`src/rtl/imb_map.svh`:
```
`ifndef IMB_MAP_SVH
`define IMB_MAP_SVH

// ****************************************************************
// Register offsets
// ****************************************************************
`define IMB_OFS_REF_B_PAIR 12'h10f
`define IMB_OFS_TIMESTAMP 12'h110
`define IMB_OFS_LOCK 12'h111
`define IMB_OFS_STATE 12'h112
`define IMB_OFS_FAST_ACQ 12'h113
`define IMB_OFS_PROFILE 12'h114
`define IMB_OFS_ANALOG 12'h115
`define IMB_OFS_STATUS_LO 12'h120
`define IMB_OFS_STATUS_HI 12'h121
`define IMB_OFS_STATUS_MID 12'h122

// ****************************************************************
// Writable bit masks and reset values
// ****************************************************************
`define IMB_WMASK_REF_B_PAIR 8'hff
`define IMB_WMASK_TIMESTAMP 8'h1f
`define IMB_WMASK_LOCK 8'hff
`define IMB_WMASK_STATE 8'hfd
`define IMB_WMASK_FAST_ACQ 8'h1f
`define IMB_WMASK_PROFILE 8'h3f
`define IMB_WMASK_ANALOG 8'h1f
`define IMB_RESET_VALUE 8'h00
`define IMB_NUM_REGS 7
`define IMB_NUM_SRC 56

`endif

```
`src/rtl/imb_pkg.sv`:
```
package imb_pkg;

  typedef struct packed {
    logic [11:0] addr;
    logic [7:0] wdata;
    logic wr;
    logic rd;
  } imb_bus_req_type;

  typedef logic [7:0] imb_byte_type;

endpackage
```
`src/rtl/imb_irq_mask_bank.sv`:
```
`timescale 1ns/1ps
`include "imb_map.svh"
// Behaviour
// RQ1: 0x10F bits 7..4 enable complement second-ref resync, valid, unfault, fault.
// RQ2: 0x10F bits 3..0 enable true second-ref resync, valid, unfault, fault.
// RQ3: Divider resync event raised on resync, reported only when its mask is one.
// RQ4: 0x110 bit 4 enables skew update; bits 7..5 reserved, read zero.
// RQ5: 0x110 bits 3,2 enable timestamp 1 and 0 time-code events.
// RQ6: 0x110 bits 1,0 enable auxiliary oscillator 1 and 0 events.
// RQ7: Mask bit one enables its source; zero keeps it disabled.
// RQ8: 0x111 enables first-channel clamp, slew limiter, frequency and phase lock events.
// RQ9: 0x113 bits 4..2 enable divider resync and fast-acquisition events; rest reserved. The code stores bits 4..0; only bits 7..5 read zero.
// RQ10: Registers 0x111..0x115 reset to zero and are read/write; 0x115 bits 4..0.
// RQ11: 0x112 enables switching, freerun, holdover, hitless, history, phase step; bit 1 reserved.
// RQ12: 0x114 bits 5..0 enable profile 5..0 activation events.
// RQ13: Masked events never raise the request; enabled ones combine onto it.
module imb_irq_mask_bank
  import imb_pkg::*;
(
  input wire logic clk_sys_i, // 20 MHz system clock
  input wire logic rst_n_i, // Asynchronous active-low reset
  input wire logic [11:0] addr_i, // Register address
  input wire logic [7:0] wdata_i, // Write data
  input wire logic wr_i, // Write strobe
  input wire logic rd_i, // Read strobe
  input wire logic [`IMB_NUM_SRC-1:0] event_i, // Event pulses, same clock, reg-ordered
  output logic [7:0] rdata_o, // Read data, valid the cycle after rd_i
  output logic irq_o // Level interrupt request
);

  // ****************************************************************
  // Mask registers
  // ****************************************************************
  imb_bus_req_type req;
  imb_byte_type mask_r [`IMB_NUM_REGS];
  imb_byte_type mask_nxt [`IMB_NUM_REGS];
  imb_byte_type wmask [`IMB_NUM_REGS];
  logic [11:0] ofs [`IMB_NUM_REGS];

  assign req = '{addr: addr_i, wdata: wdata_i, wr: wr_i, rd: rd_i};

  assign ofs[0] = `IMB_OFS_REF_B_PAIR;
  assign ofs[1] = `IMB_OFS_TIMESTAMP;
  assign ofs[2] = `IMB_OFS_LOCK;
  assign ofs[3] = `IMB_OFS_STATE;
  assign ofs[4] = `IMB_OFS_FAST_ACQ;
  assign ofs[5] = `IMB_OFS_PROFILE;
  assign ofs[6] = `IMB_OFS_ANALOG;
  assign wmask[0] = `IMB_WMASK_REF_B_PAIR; // see RQ1 see RQ2
  assign wmask[1] = `IMB_WMASK_TIMESTAMP; // see RQ4 see RQ5 see RQ6
  assign wmask[2] = `IMB_WMASK_LOCK; // see RQ8
  assign wmask[3] = `IMB_WMASK_STATE; // see RQ11
  assign wmask[4] = `IMB_WMASK_FAST_ACQ; // see RQ9
  assign wmask[5] = `IMB_WMASK_PROFILE; // see RQ12
  assign wmask[6] = `IMB_WMASK_ANALOG; // see RQ10

  // Reserved bits are never stored, so they always read zero, except 0x113 bits 1..0, which are stored.
  always_comb
  begin
    for (int i = 0; i < `IMB_NUM_REGS; i++)
    begin
      mask_nxt[i] = mask_r[i];
      if (req.wr && req.addr == ofs[i])
      begin
        mask_nxt[i] = req.wdata & wmask[i]; // see RQ10
      end
    end
  end

  always_ff @(posedge clk_sys_i or negedge rst_n_i)
  begin
    if (!rst_n_i)
    begin
      for (int i = 0; i < `IMB_NUM_REGS; i++)
      begin
        mask_r[i] <= `IMB_RESET_VALUE; // see RQ10
      end
    end
    else
    begin
      mask_r <= mask_nxt;
    end
  end

  // ****************************************************************
  // Sticky status, cleared by reading
  // ****************************************************************
  logic [`IMB_NUM_SRC-1:0] mask_flat;
  logic [`IMB_NUM_SRC-1:0] stat_r;
  logic [`IMB_NUM_SRC-1:0] stat_nxt;
  logic [`IMB_NUM_SRC-1:0] clr;

  genvar g;
  generate
    for (g = 0; g < `IMB_NUM_REGS; g++)
    begin : g_flat
      assign mask_flat[g*8 +: 8] = mask_r[g];
    end
  endgenerate

  // Status bits latch every event so software sees it even if masked later; reading
  // the three status words clears 24, 24 and 8 bits of the register-ordered sources,
  // but only 0x120 (bits 7..0) and 0x121 (bits 55..48) return data; 0x122 reads zero.
  always_comb
  begin
    clr = '0;
    if (req.rd && req.addr == `IMB_OFS_STATUS_LO)
    begin
      clr[23:0] = '1;
    end
    if (req.rd && req.addr == `IMB_OFS_STATUS_MID)
    begin
      clr[47:24] = '1;
    end
    if (req.rd && req.addr == `IMB_OFS_STATUS_HI)
    begin
      clr[55:48] = '1;
    end
    // A new event wins over the read clear so it is never lost.
    stat_nxt = (stat_r & ~clr) | event_i; // see RQ3
  end

  always_ff @(posedge clk_sys_i or negedge rst_n_i)
  begin
    if (!rst_n_i)
    begin
      stat_r <= '0;
    end
    else
    begin
      stat_r <= stat_nxt;
    end
  end

  // ****************************************************************
  // Read port and interrupt output
  // ****************************************************************
  imb_byte_type rdata_nxt;
  logic irq_nxt;

  always_comb
  begin
    rdata_nxt = '0;
    if (req.rd)
    begin
      for (int i = 0; i < `IMB_NUM_REGS; i++)
      begin
        if (req.addr == ofs[i])
        begin
          rdata_nxt = mask_r[i];
        end
      end
      if (req.addr == `IMB_OFS_STATUS_LO)
      begin
        rdata_nxt = stat_r[7:0];
      end
      if (req.addr == `IMB_OFS_STATUS_HI)
      begin
        rdata_nxt = stat_r[55:48];
      end
    end
    // Gating the next status keeps irq aligned with the status register.
    irq_nxt = |(stat_nxt & mask_flat); // see RQ7 see RQ13 see RQ3
  end

  always_ff @(posedge clk_sys_i or negedge rst_n_i)
  begin
    if (!rst_n_i)
    begin
      rdata_o <= '0;
      irq_o <= 1'b0;
    end
    else
    begin
      rdata_o <= rdata_nxt;
      irq_o <= irq_nxt;
    end
  end

endmodule // imb_irq_mask_bank

```
`config.mk`:
```
export PLATFORM = sky130hd
export DESIGN_NAME = imb_irq_mask_bank
export DESIGN_NICKNAME = d
export VERILOG_FILES = /design/src/rtl/imb_pkg.sv /design/src/rtl/imb_irq_mask_bank.sv
export VERILOG_INCLUDE_DIRS = /design/src /design/src/rtl
export SDC_FILE = /design/constraint.sdc
export NUM_CORES = 1
export LEC_CHECK = 0
export BUFFER_PORTS_ARGS = -buffer_cell sky130_fd_sc_hd__buf_2
export CORE_ASPECT_RATIO = 0.7
export CORE_MARGIN = 2
export CORE_UTILIZATION = 45
export DETAILED_ROUTE_END_ITERATION = 6
export HOLD_SLACK_MARGIN = 0.15
export PLACE_DENSITY = 0.67
export SLEW_MARGIN = 25
export SYNTH_ARGS = -nofsm -noshare
export SYNTH_HDL_FRONTEND = slang
export SYNTH_SLANG_ARGS = --single-unit
```
`constraint.sdc`:
```
create_clock -name clk_sys_i -period 2.5 [get_ports clk_sys_i]
set_input_delay 0 -clock clk_sys_i [delete_from_list [all_inputs] [get_ports clk_sys_i]]
set_output_delay 0 -clock clk_sys_i [all_outputs]
set_load 0.1 [all_outputs]
```
* Yosys cells after proc, flatten, opt, wreduce, memory -nomap -nowiden
Cells that the tools add are included.
** Word-level totals
- Flip-flop bits (word level) :: 109
- Input bits :: 80
- Output and inout bits :: 9
- Word-level logic and storage cells :: 48
** Operators by class
- Eq/ne operators :: 10
- Mux-type cells :: 13
- Bitwise gates (word level) :: 4
- Reductions and logical operators :: 11
** Operator list (count)
- $eq 12x9->1 const B :: 10
- $mux 8 :: 11
- $and 56x53->56 :: 1
- $and 56x56->56 :: 1
- $not 56->56 :: 1
- $or 56x56->56 :: 1
- $reduce_or 56->1 :: 1
- $mux 24 :: 2
- $logic_and 1x1->1 :: 10

* Longest topological paths before layout
Gate-level depths: netlist of the first run.
- Word-level depth :: 11
- Gate-level depth with buffers :: 8

* Worst setup path after synthesis of the first run
OpenSTA, ideal clock, no wires.
- Path kind :: flip-flop to flip-flop
- From :: reg mask_r, in the netlist mask_flat[51]
- To :: reg irq_o
- Setup time :: 0.139 ns
- Data arrival time :: 1.673 ns
- Data required time :: 2.361 ns
- Setup slack :: 0.688 ns
- Cell stages (with the launch flop) :: 7
- Clock period less this slack :: 1.812 ns
- Cells stage by stage :: dfrtp_1 -> a22o_1 -> a221oi_1 -> nand4_1 -> or4_1 -> a311oi_1 -> nand4_1
** On the way
- Cells in the longest elaborated chain, start to end :: 2
** Ends and longest elaborated chain
- start: declaration :: RTL line imb_irq_mask_bank.sv:35 : imb_byte_type mask_r [`IMB_NUM_REGS];
- start signal: indexed assignment :: RTL line imb_irq_mask_bank.sv:76 : mask_r[i] <= `IMB_RESET_VALUE;
- start signal: assignment :: RTL line imb_irq_mask_bank.sv:81 : mask_r <= mask_nxt;
- $and 56x53->56 :: RTL line imb_irq_mask_bank.sv:163 : irq_nxt = |(stat_nxt & mask_flat);
- $reduce_or 56->1 :: RTL line imb_irq_mask_bank.sv:163
- named net irq_nxt :: RTL line imb_irq_mask_bank.sv:139 : logic irq_nxt;
- end signal: assignment :: RTL line imb_irq_mask_bank.sv:176 : irq_o <= irq_nxt;
- end: declaration :: RTL line imb_irq_mask_bank.sv:28 : output logic irq_o
The timed path passes the listed nets, and every way through them passes these cells.
A chain may end at the register's enable or synchronous reset.

* Worst setup path after layout of the first run
- From :: reg mask_r, in the netlist mask_flat[5]
- To :: reg irq_o
Same word-level chain as after synthesis.

==> summary.txt, run 1 <==
Finish
  • Fillers: 787
  • Most frequent cells in the layout: dfrtp_1, buf_2, dlygate4sd3_1
  • Nets: 600
  • Layout cells sized above 1: 0.302
  • Antenna diode count: 0
  • Layout Utilization: 0.625
  • Register area: roughly 2500 sq um
  • Area occupied by multi-input gates: 2020 sq um
  • Area grow syn2layout: 33.2%
  • Commonest non-fill, non-tap cell in the layout: dfrtp_1

CTS
  • Worst-path clk slew: around 0.07 ns
  • CTS tree: done
  • Clock buffer depth: 2
  • Setup bufs post-CTS: 0
  • CTS root buf: clkbuf_16
  • H-tree depth: 3
  • CTS Buf Count: 9
  • Worst-skew pair later-pin latency: 0.35 ns
  • # clock sinks: 100

Outcome
  • Status: finished, final reports clean

Routing
  • Avg Vias per Cell: 6.10
  • DR pass1 iterations: 5
  • Drt drc: 0
  • Routed via count: roughly 4,000
  • Drt initial violations: ~530
  • Final ANT Viol Nets: 0
  • DR WL/cell: ~23 um
  • Final WL: between 15,000 and 20,000 um

Critical path
  • CP max FO: 4
  • CP startpoint kind: register
  • Slowest stage cell on the critical path: or4_1
  • CP Cell Sequence: a22o_1 > a221oi_1 > nand4_1 > or4_1 > a311oi_1 > nand4_1
  • Setup crit start: mask_flat[5]
  • Worst path max stage delay: 0.52 ns
  • Setup CP Type: register to register
  • Crit end category: register
  • CP required: 2.72 ns
  • Top cell by count, worst path: nand4_1
  • FF-to-FF Start: mask_flat[5]
  • Worst EP arrival: about 2.6 ns

Floorplanning
  • Core area: a little under 10,000 sq um
  • Die area: 11,100 sq um
  • Top Ports: between 80 and 90
  • Die Y: approximately 89 um
  • Chip Width: 125 um
  • Num rows: 30
  • Initial Util: 0.469

Logic synthesis
  • Ys async rst share: 1.00
  • Synth Flop Type: dfrtp_1
  • Sequential area share after synthesis: 0.544
  • Post-Syn Instances: between 300 and 400
  • Seq cells post-synth: 100
  • Syn Area/Cell: between 10 and 15 sq um
  • Synth Cell Area: about 4600 sq um
  • Synth cell types: between 50 and 60
  • Syn nets: 453
  • Post-synth EDFFs: 0
  • Synth warn: 0

GRT
  • Vias in the first global route: between 3,000 and 4,000
  • Remaining Overflow, GRT: 0
  • Largest net degree at the start of global routing: 52
  • Total Routing Usage GR: 0.282
  • First-pass GRT wire length: roughly 23,000 um
  • Initial antenna violation count: 0

STA
  • Hold Slack: ~0.22 ns
  • Relative slew slack: 0.554
  • Tmin final: about 2.3 ns
  • TNS Setup: 0 ns
  • Fmax achieved: approximately 430 MHz
  • Final Hold Viols: 0
  • Final Skew: 0.00842 ns
  • Worst-Margin Slew: between 0.6 and 0.7 ns
  • Final Max Slew Viols: 0
  • Final setup violation count: 0
  • RSZ-0062 raised after global routing: no
  • Final period util: 0.936

Power and ir drop
  • Peak supply drop: approximately 0.34 mV
  • Total Power: 3.51 mW
  • Leak pwr: between 2 and 3 nW
  • Power per cell area: 574 nW/um^2

Place
  • Gpl congestion: between 0.9 and 1
  • DP HPWL: approximately 11,000 um
  • Port Buffers: 79

Hold path
  • Worst hold path class: input port to asynchronous set/reset pin

Flow run
  • Max cap viols: 0
-- flip-flops by register name (all words and copies together) (netlist names) --
register	cells
rdata_o	8
stat_r	47
irq_o	1
mask_flat	44
-- critical path, delay by kind of cell, from the launching register on --
kind | cells | cell delay (ns)
flops | 1 | 0.44
simple gates | 3 | 0.78
compound gates | 3 | 1.01
-- logic make-up after synthesis --
group,count (synthesis),synth area share
AND/OR/NAND/NOR,77,0.103
flip-flops,100,0.544
buffers and inverters,16,0.0158
AO/OA/AOI/OAI,132,0.214
multiplexers,48,0.122
-- repair_timing --
item                                   in CTS  in global routing
setup endpoints to repair                   0                  0
resized for setup                           0                  0
endpoints found under the hold margin     145                  0
hold buffers                               62                  0
-- power breakdown --
part / internal [mW] / total, mW / switching, mW
Clock: 0.976 / 1.59 / 0.615
Sequential: 1.62 / 1.63 / 0.00708
Combinational: 0.129 / 0.291 / 0.162
-- metrics by stage --
step                      setup slack, ns  std cells  instance area (sq um)
final                               0.159        652                   6120
after global routing               0.0334        652                   6120
after CTS                           0.194        652                   6120
after detailed placement            0.204        575                   5170
after global placement              0.303        575                   5170
after floorplan                     0.688        373                   4600
-- cell usage after synthesis, drive strengths merged (3+ instances only) --
library cell / number / share of area
a21o: 47 / 0.077
a21oi: 8 / 0.0087
a221o: 3 / 0.0065
a221oi: 9 / 0.017
a22o: 11 / 0.021
a22oi: 26 / 0.042
a31oi: 3 / 0.0041
and2: 3 / 0.0041
and3: 6 / 0.0082
buf: 9 / 0.010
clkbuf: 4 / 0.0033
dfrtp: 100 / 0.54
inv: 3 / 0.0024
mux2: 45 / 0.11
nand2: 13 / 0.011
nand3: 10 / 0.011
nand4: 10 / 0.015
nor2: 15 / 0.015
nor3: 4 / 0.0054
nor4b: 5 / 0.016
o21ai: 12 / 0.013
-- per-layer routing --
| layer | vias up | global-route usage | wire length (um) |
|---|---|---|---|
| met2 | 193 | 0.402 | 6280 |
| li1 | 1745 | - | - |
| met4 | 0 | 0.0981 | 342 |
| met1 | 2016 | 0.427 | 7210 |
| met3 | 25 | 0.0623 | 1310 |
| met5 | - | 0 | 0 |
-- area by class of cell --
class / count / area share
multi-input cells: 257 / 0.330
flip-flops and latches: 100 / 0.409
inverters: 3 / 0.00184
repair buffers: 149 / 0.178
well taps: 128 / 0.0261
clock buffers: 9 / 0.0368
clock inverters: 6 / 0.0184
-- path summary, 6_finish.rpt --
| check | to | slack (ns) | cells past startpoint |
|---|---|---|---|
| worst max-delay path | irq_o | 0.16 | 6 |
| worst min-delay path | stat_r[48] | 0.22 | 2 |
| worst max register to register | irq_o | 0.16 | 6 |
| worst min register to register | stat_r[18] | 0.48 | 1 |
| max in group asynchronous | stat_r[35] | 1.59 | 3 |
| min in group clk_sys_i | mask_flat[48] | 0.26 | 3 |
Note: power is estimated with default switching activity, not from simulation.
==> run 2, diff against run 1 <==
--- a/config.mk
+++ b/config.mk
@@ -13,6 +13,7 @@
 export DETAILED_ROUTE_END_ITERATION = 6
 export HOLD_SLACK_MARGIN = 0.15
 export PLACE_DENSITY = 0.67
+export SKIP_LAST_GASP = 1
 export SLEW_MARGIN = 25
 export SYNTH_ARGS = -nofsm -noshare
 export SYNTH_HDL_FRONTEND = slang
==> constraint.sdc (replaced) <==
create_clock -name clk_sys_i -period 2.89 [get_ports clk_sys_i]
set_input_delay 0.1445 -clock clk_sys_i [delete_from_list [all_inputs] [get_ports clk_sys_i]]
set_output_delay 0.1445 -clock clk_sys_i [all_outputs]
set_load 0.1 [all_outputs]
==> run 2 against run 1 <==
Effect of this change: largest power group unchanged; register-to-register slack improved by 0.48 ns; routed wire length is 3.0% lower; utilization shrank 1.6 points; cell count down 1.8%.
==> summary.txt, run 2 (synthesis gave the netlist of run 1 again) <==
Critical path
  • Setup CP Type: register to register
  • R2R cell count: 6
  • Cell family with most CP delay: compound AO/OA/AOI/OAI gates
  • Top cell by count, worst path: nand4_1
  • Worst EP arrival: about 2.5 ns
  • Buf/Inv on CP: 0
  • Worst path max stage delay: approximately 0.52 ns
  • Crit end category: register
  • CP Cell Sequence: a22o_1 > a221oi_1 > nand4_1 > or4_1 > a311oi_1 > nand4_1
  • CP startpoint kind: register
  • CP max FO: 4
  • WP depth: 6
  • Slowest stage cell on the critical path: or4_1
  • CP required: 3.10 ns

STA
  • Tmin final: 2.25 ns
  • Final period util: 0.780
  • RSZ-0062 raised after global routing: no
  • Worst-Margin Slew: between 0.7 and 0.8 ns
  • Final Skew: approximately 0.008 ns
  • Relative slew slack: 0.532
  • Final setup violation count: 0
  • Fmax achieved: roughly 440 MHz
  • Final Max Slew Viols: 0
  • TNS Setup: 0 ns
  • Final Hold Viols: 0

CTS
  • Worst-path clk slew: ~0.070 ns
  • # clock sinks: 100
  • Worst-skew pair later-pin latency: 0.35 ns
  • CTS tree: done
  • H-tree depth: 3
  • Setup bufs post-CTS: 0
  • CTS resizes: 0
  • CTS root buf: clkbuf_16
  • Clock buffer depth: 2
  • CTS Buf Count: 9
  • Hold buffers post-CTS: 52

Floorplanning
  • Chip Width: around 120 um
  • Initial Util: 0.469
  • Die area: 11,100 sq um
  • Num rows: 30
  • Core area: 9800 sq um
  • Top Ports: 89
  • Die Y: about 90 um

GRT
  • Grt met1 use: 0.419
  • GRT met3 Usage: 0.0713
  • Vias in the first global route: roughly 3,900
  • Busiest layer in global routing: met1
  • First-pass GRT wire length: 22,600 um
  • Remaining Overflow, GRT: 0
  • Largest net degree at the start of global routing: 56
  • Initial antenna violation count: 0
  • Total Routing Usage GR: 0.278
  • Global Route met2 Usage: 0.411

Hold path
  • Hold path cells: 2
  • Worst hold path class: input port to register

Finish
  • Most frequent cells in the layout: dfrtp_1, buf_2, dlygate4sd3_1
  • Area occupied by multi-input gates: around 2000 sq um
  • Max reg flops: between 40 and 50
  • Layout cells sized above 1: 0.305
  • Fillers: 802
  • Antenna diode count: 0
  • Most flop-heavy register: stat_r
  • Commonest non-fill, non-tap cell in the layout: dfrtp_1
  • Register area: about 2500 sq um
  • Post-route cell area: between 5000 and 6000 sq um
  • Area grow syn2layout: 29.9%
  • Nets: roughly 600

Routing
  • Routed via count: between 3,000 and 4,000
  • Drt drc: 0
  • Avg Vias per Cell: approximately 6
  • DR pass1 iterations: 5
  • Final WL: approximately 15,000 um
  • Final ANT Viol Nets: 0
  • Drt initial violations: ~470
  • DR WL/cell: around 23 um

Power and ir drop
  • Peak supply drop: 0.340 mV
  • Leak pwr: about 2.6 nW
  • Power per cell area: 486 nW/um^2

Outcome
  • Status: finished, final reports clean

Place
  • Port Buffers: about 80
  • Gpl congestion: between 0.9 and 1
  • DP HPWL: around 11,000 um
  • DP Area: 5140 sq um

Flow run
  • Max cap viols: 0
run 2: cell count changes in the layout (fill, tap and decap cells not counted), sizes merged:
cell	previous run	this run
inv	4	7
buf	87	84
dlygate4sd3	62	52
bufinv	3	1
run 2: through the flow:
stage	utilization	worst slack, ns	hold slack [ns]	cells	power [mW]
2_1_floorplan	-	1.08	-0.151	373	1.50
3_3_place_gp	0.525	0.573	0.229	572	1.62
3_5_place_dp	0.525	0.568	0.242	572	1.63
4_1_cts	0.609	0.706	0.151	640	2.92
5_1_grt	0.609	0.542	0.164	640	3.00
6_report	0.609	0.636	0.177	640	2.90
run 2: power by group:
group / switching [mW] / internal, mW / total [mW]
clock: 0.560 / 0.687 / 1.25
combinational: 0.138 / 0.106 / 0.244
sequential: 0.00647 / 1.40 / 1.41
run 2: layer usage:
metal | wire length (um) | vias to the layer above
met2 | 6260 | 202
met3 | 1500 | 16
li1 | - | 1724
met5 | 0 | -
met1 | 6780 | 2014
met4 | 144 | 0
run 2: layout make-up:
class	count	share of cell area
Clock buffer	9	0.0377
Clock inverter	7	0.0136
Inverter	3	0.00189
Multi-Input combinational cell	257	0.339
Sequential cell	100	0.419
Tap cell	128	0.0268
Timing Repair Buffer	136	0.162
run 2: final timing paths:
| kind | to | from | slack, ns |
|---|---|---|---|
| worst max-delay path | irq_o | mask_flat[5] | 0.64 |
| min in group asynchronous | rdata_o[5] | rst_n_i | 0.39 |
| worst min-delay path | mask_flat[11] | wdata_i[3] | 0.18 |
| worst min register to register | stat_r[18] | stat_r[18] | 0.48 |
| worst max register to register | irq_o | mask_flat[5] | 0.64 |
| max in group asynchronous | stat_r[17] | rst_n_i | 1.82 |
==> run 3, diff against run 2 <==
--- a/config.mk
+++ b/config.mk
@@ -12,7 +12,7 @@
 export CORE_UTILIZATION = 45
 export DETAILED_ROUTE_END_ITERATION = 6
 export HOLD_SLACK_MARGIN = 0.15
-export PLACE_DENSITY = 0.67
+export PLACE_DENSITY = 0.7
 export SKIP_LAST_GASP = 1
 export SLEW_MARGIN = 25
 export SYNTH_ARGS = -nofsm -noshare
==> constraint.sdc (replaced) <==
create_clock -name clk_sys_i -period 1.8 [get_ports clk_sys_i]
set_input_delay 0.09 -clock clk_sys_i [delete_from_list [all_inputs] [get_ports clk_sys_i]]
set_output_delay 0.09 -clock clk_sys_i [all_outputs]
set_load 0.1 [all_outputs]
==> run 3 against run 2 <==
Effect of this change: the run now ends with negative setup slack left; first-iteration DRC count is 14% higher; via count up 11%; clock power increased by 81%.
==> summary.txt, run 3 (synthesis gave the netlist of run 1 again) <==
Hold path
  • Hold endpoint: rdata_o[5]
  • Worst hold path class: input port to register
  • Hold path cells: 4
  • HP Start: rd_i

Finish
  • Post-route cell area: between 6000 and 7000 sq um
  • Layout Utilization: 0.691
  • Most flop-heavy register: stat_r
  • Layout cells sized above 1: 0.414
  • Max reg flops: 47
  • Antenna diode count: 0
  • Most frequent cells in the layout: dfrtp_1, buf_4, buf_2
  • Commonest non-fill, non-tap cell in the layout: dfrtp_1
  • Nets: a little under 700
  • Area grow syn2layout: 47.3%

Routing
  • Avg Vias per Cell: ~6
  • Final ANT Viol Nets: 0
  • DR WL/cell: approximately 23 um
  • Drt drc: 0
  • DR pass1 iterations: 5
  • Routed via count: around 4,400
  • Drt initial violations: 532
  • Final WL: around 16,000 um

CTS
  • CTS tree: done
  • CTS root buf: clkbuf_16
  • # clock sinks: 100
  • Clock buffer depth: 2
  • Worst-skew pair later-pin latency: 0.35 ns
  • CTS Buf Count: 9
  • H-tree depth: 3
  • Worst-path clk slew: 0.07 ns
  • Setup bufs post-CTS: 0

Place
  • Gpl congestion: roughly 0.97
  • DP Area: slightly below 6000 sq um
  • Port Buffers: 79
  • DP HPWL: 12,400 um

STA
  • Worst-Margin Slew: approximately 0.49 ns
  • Final WS setup: -0.146 ns
  • Final Hold Viols: 0
  • Hold Slack: around 0.17 ns
  • Final period util: 1.08
  • Final Max Slew Viols: 0
  • Relative slew slack: 0.673
  • Tmin final: 1.95 ns
  • Final Skew: 0.0112 ns
  • Final setup violation count: 1
  • RSZ-0062 raised after global routing: yes
  • TNS Setup: -0.146 ns
  • Fmax achieved: between 500 and 600 MHz

Floorplanning
  • Initial Util: 0.469
  • Core area: 9800 sq um
  • Die area: between 10,000 and 15,000 sq um
  • Num rows: 30
  • Top Ports: between 80 and 90
  • Die Y: between 80 and 90 um
  • Chip Width: roughly 120 um

GRT
  • First-pass GRT wire length: between 20,000 and 30,000 um
  • Largest net degree at the start of global routing: 65
  • Total Routing Usage GR: 0.311
  • Vias in the first global route: 4,441
  • Initial antenna violation count: 0
  • Remaining Overflow, GRT: 0

Critical path
  • CP startpoint kind: register
  • Setup CP Type: register to register
  • Top cell by count, worst path: nand4_1
  • R2R cell count: 6
  • Worst path max stage delay: roughly 0.44 ns
  • Crit end category: register
  • CP max FO: 2
  • R2r setup slk: -0.15 ns
  • CP Cell Sequence: a22o_1 > a221oi_2 > nand4_1 > or4_4 > a311oi_2 > nand4_1
  • Reg2reg end: irq_o
  • Worst EP arrival: 2.16 ns
  • CP required: a little over 2 ns
  • Slowest stage cell on the critical path: or4_4
  • FF-to-FF Start: mask_flat[4]

Power and ir drop
  • Peak supply drop: 0.613 mV
  • Power per cell area: ~730 nW/um^2
  • Total Power: 4.97 mW
  • Leak pwr: between 3 and 4 nW

Outcome
  • Status: finished, violations left
  • Failing checks: negative setup slack

Flow run
  • Max cap viols: 0
[run 3: cell types whose count changed in the layout (fill, tap and decap cells not counted), sizes merged]
cell	previous run	this run
bufinv	1	3
inv	7	3
buf	84	169
clkbuf	9	10
dlygate4sd3	52	56
clkinvlp	0	1
[run 3: critical path: cells and delay by family, from the launching register on]
kind | cells | cell delay [ns]
compound gates | 3 | 0.75
flops | 1 | 0.39
simple gates | 3 | 0.68
[run 3: metal layers]
metal	GRT usage	part of all wire
met3	0.0792	0.096
met5	0	0
met2	0.462	0.43
met4	0.0725	0.016
met1	0.462	0.46
[run 3: layout make-up]
type / count / area, sq um
clock buffer: 10 / 239
inverter: 3 / 11.3
clock inverter: 6 / 111
timing repair buffer: 225 / 1680
multi-input combinational: 257 / 2060
fill: 732 / 3020
sequential: 100 / 2500
tap: 128 / 160
[run 3: repair_timing]
action                     CTS  global route
hold endpoints to repair   184             0
gates resized for setup      2             4
setup endpoints to repair    3             3
pin swaps                    1             1
hold buffers                56             0
[run 3: power by group]
part           switching (mW)  internal, mW  total, mW
Sequential            0.00614          2.26       2.26
Combinational           0.243         0.210      0.454
Clock                   0.860          1.40       2.26
Total                    1.11          3.86       4.97
[run 3: worst max-delay path by stage]
stage	start	end	cells after the start
3_5_place_dp	mask_flat[4]	irq_o	6
5_1_grt	mask_flat[4]	irq_o	6
6_report	mask_flat[4]	irq_o	6
4_1_cts	mask_flat[51]	irq_o	6
3_3_place_gp	mask_flat[51]	irq_o	6
2_1_floorplan	mask_flat[42]	irq_o	6
[run 3: through the flow]
stage | instances | worst slack [ns]
5_1_grt | 729 | -0.214
3_5_place_dp | 657 | -0.191
4_1_cts | 729 | -0.166
2_1_floorplan | 373 | 0.0975
3_3_place_gp | 657 | -0.184
6_report | 729 | -0.146
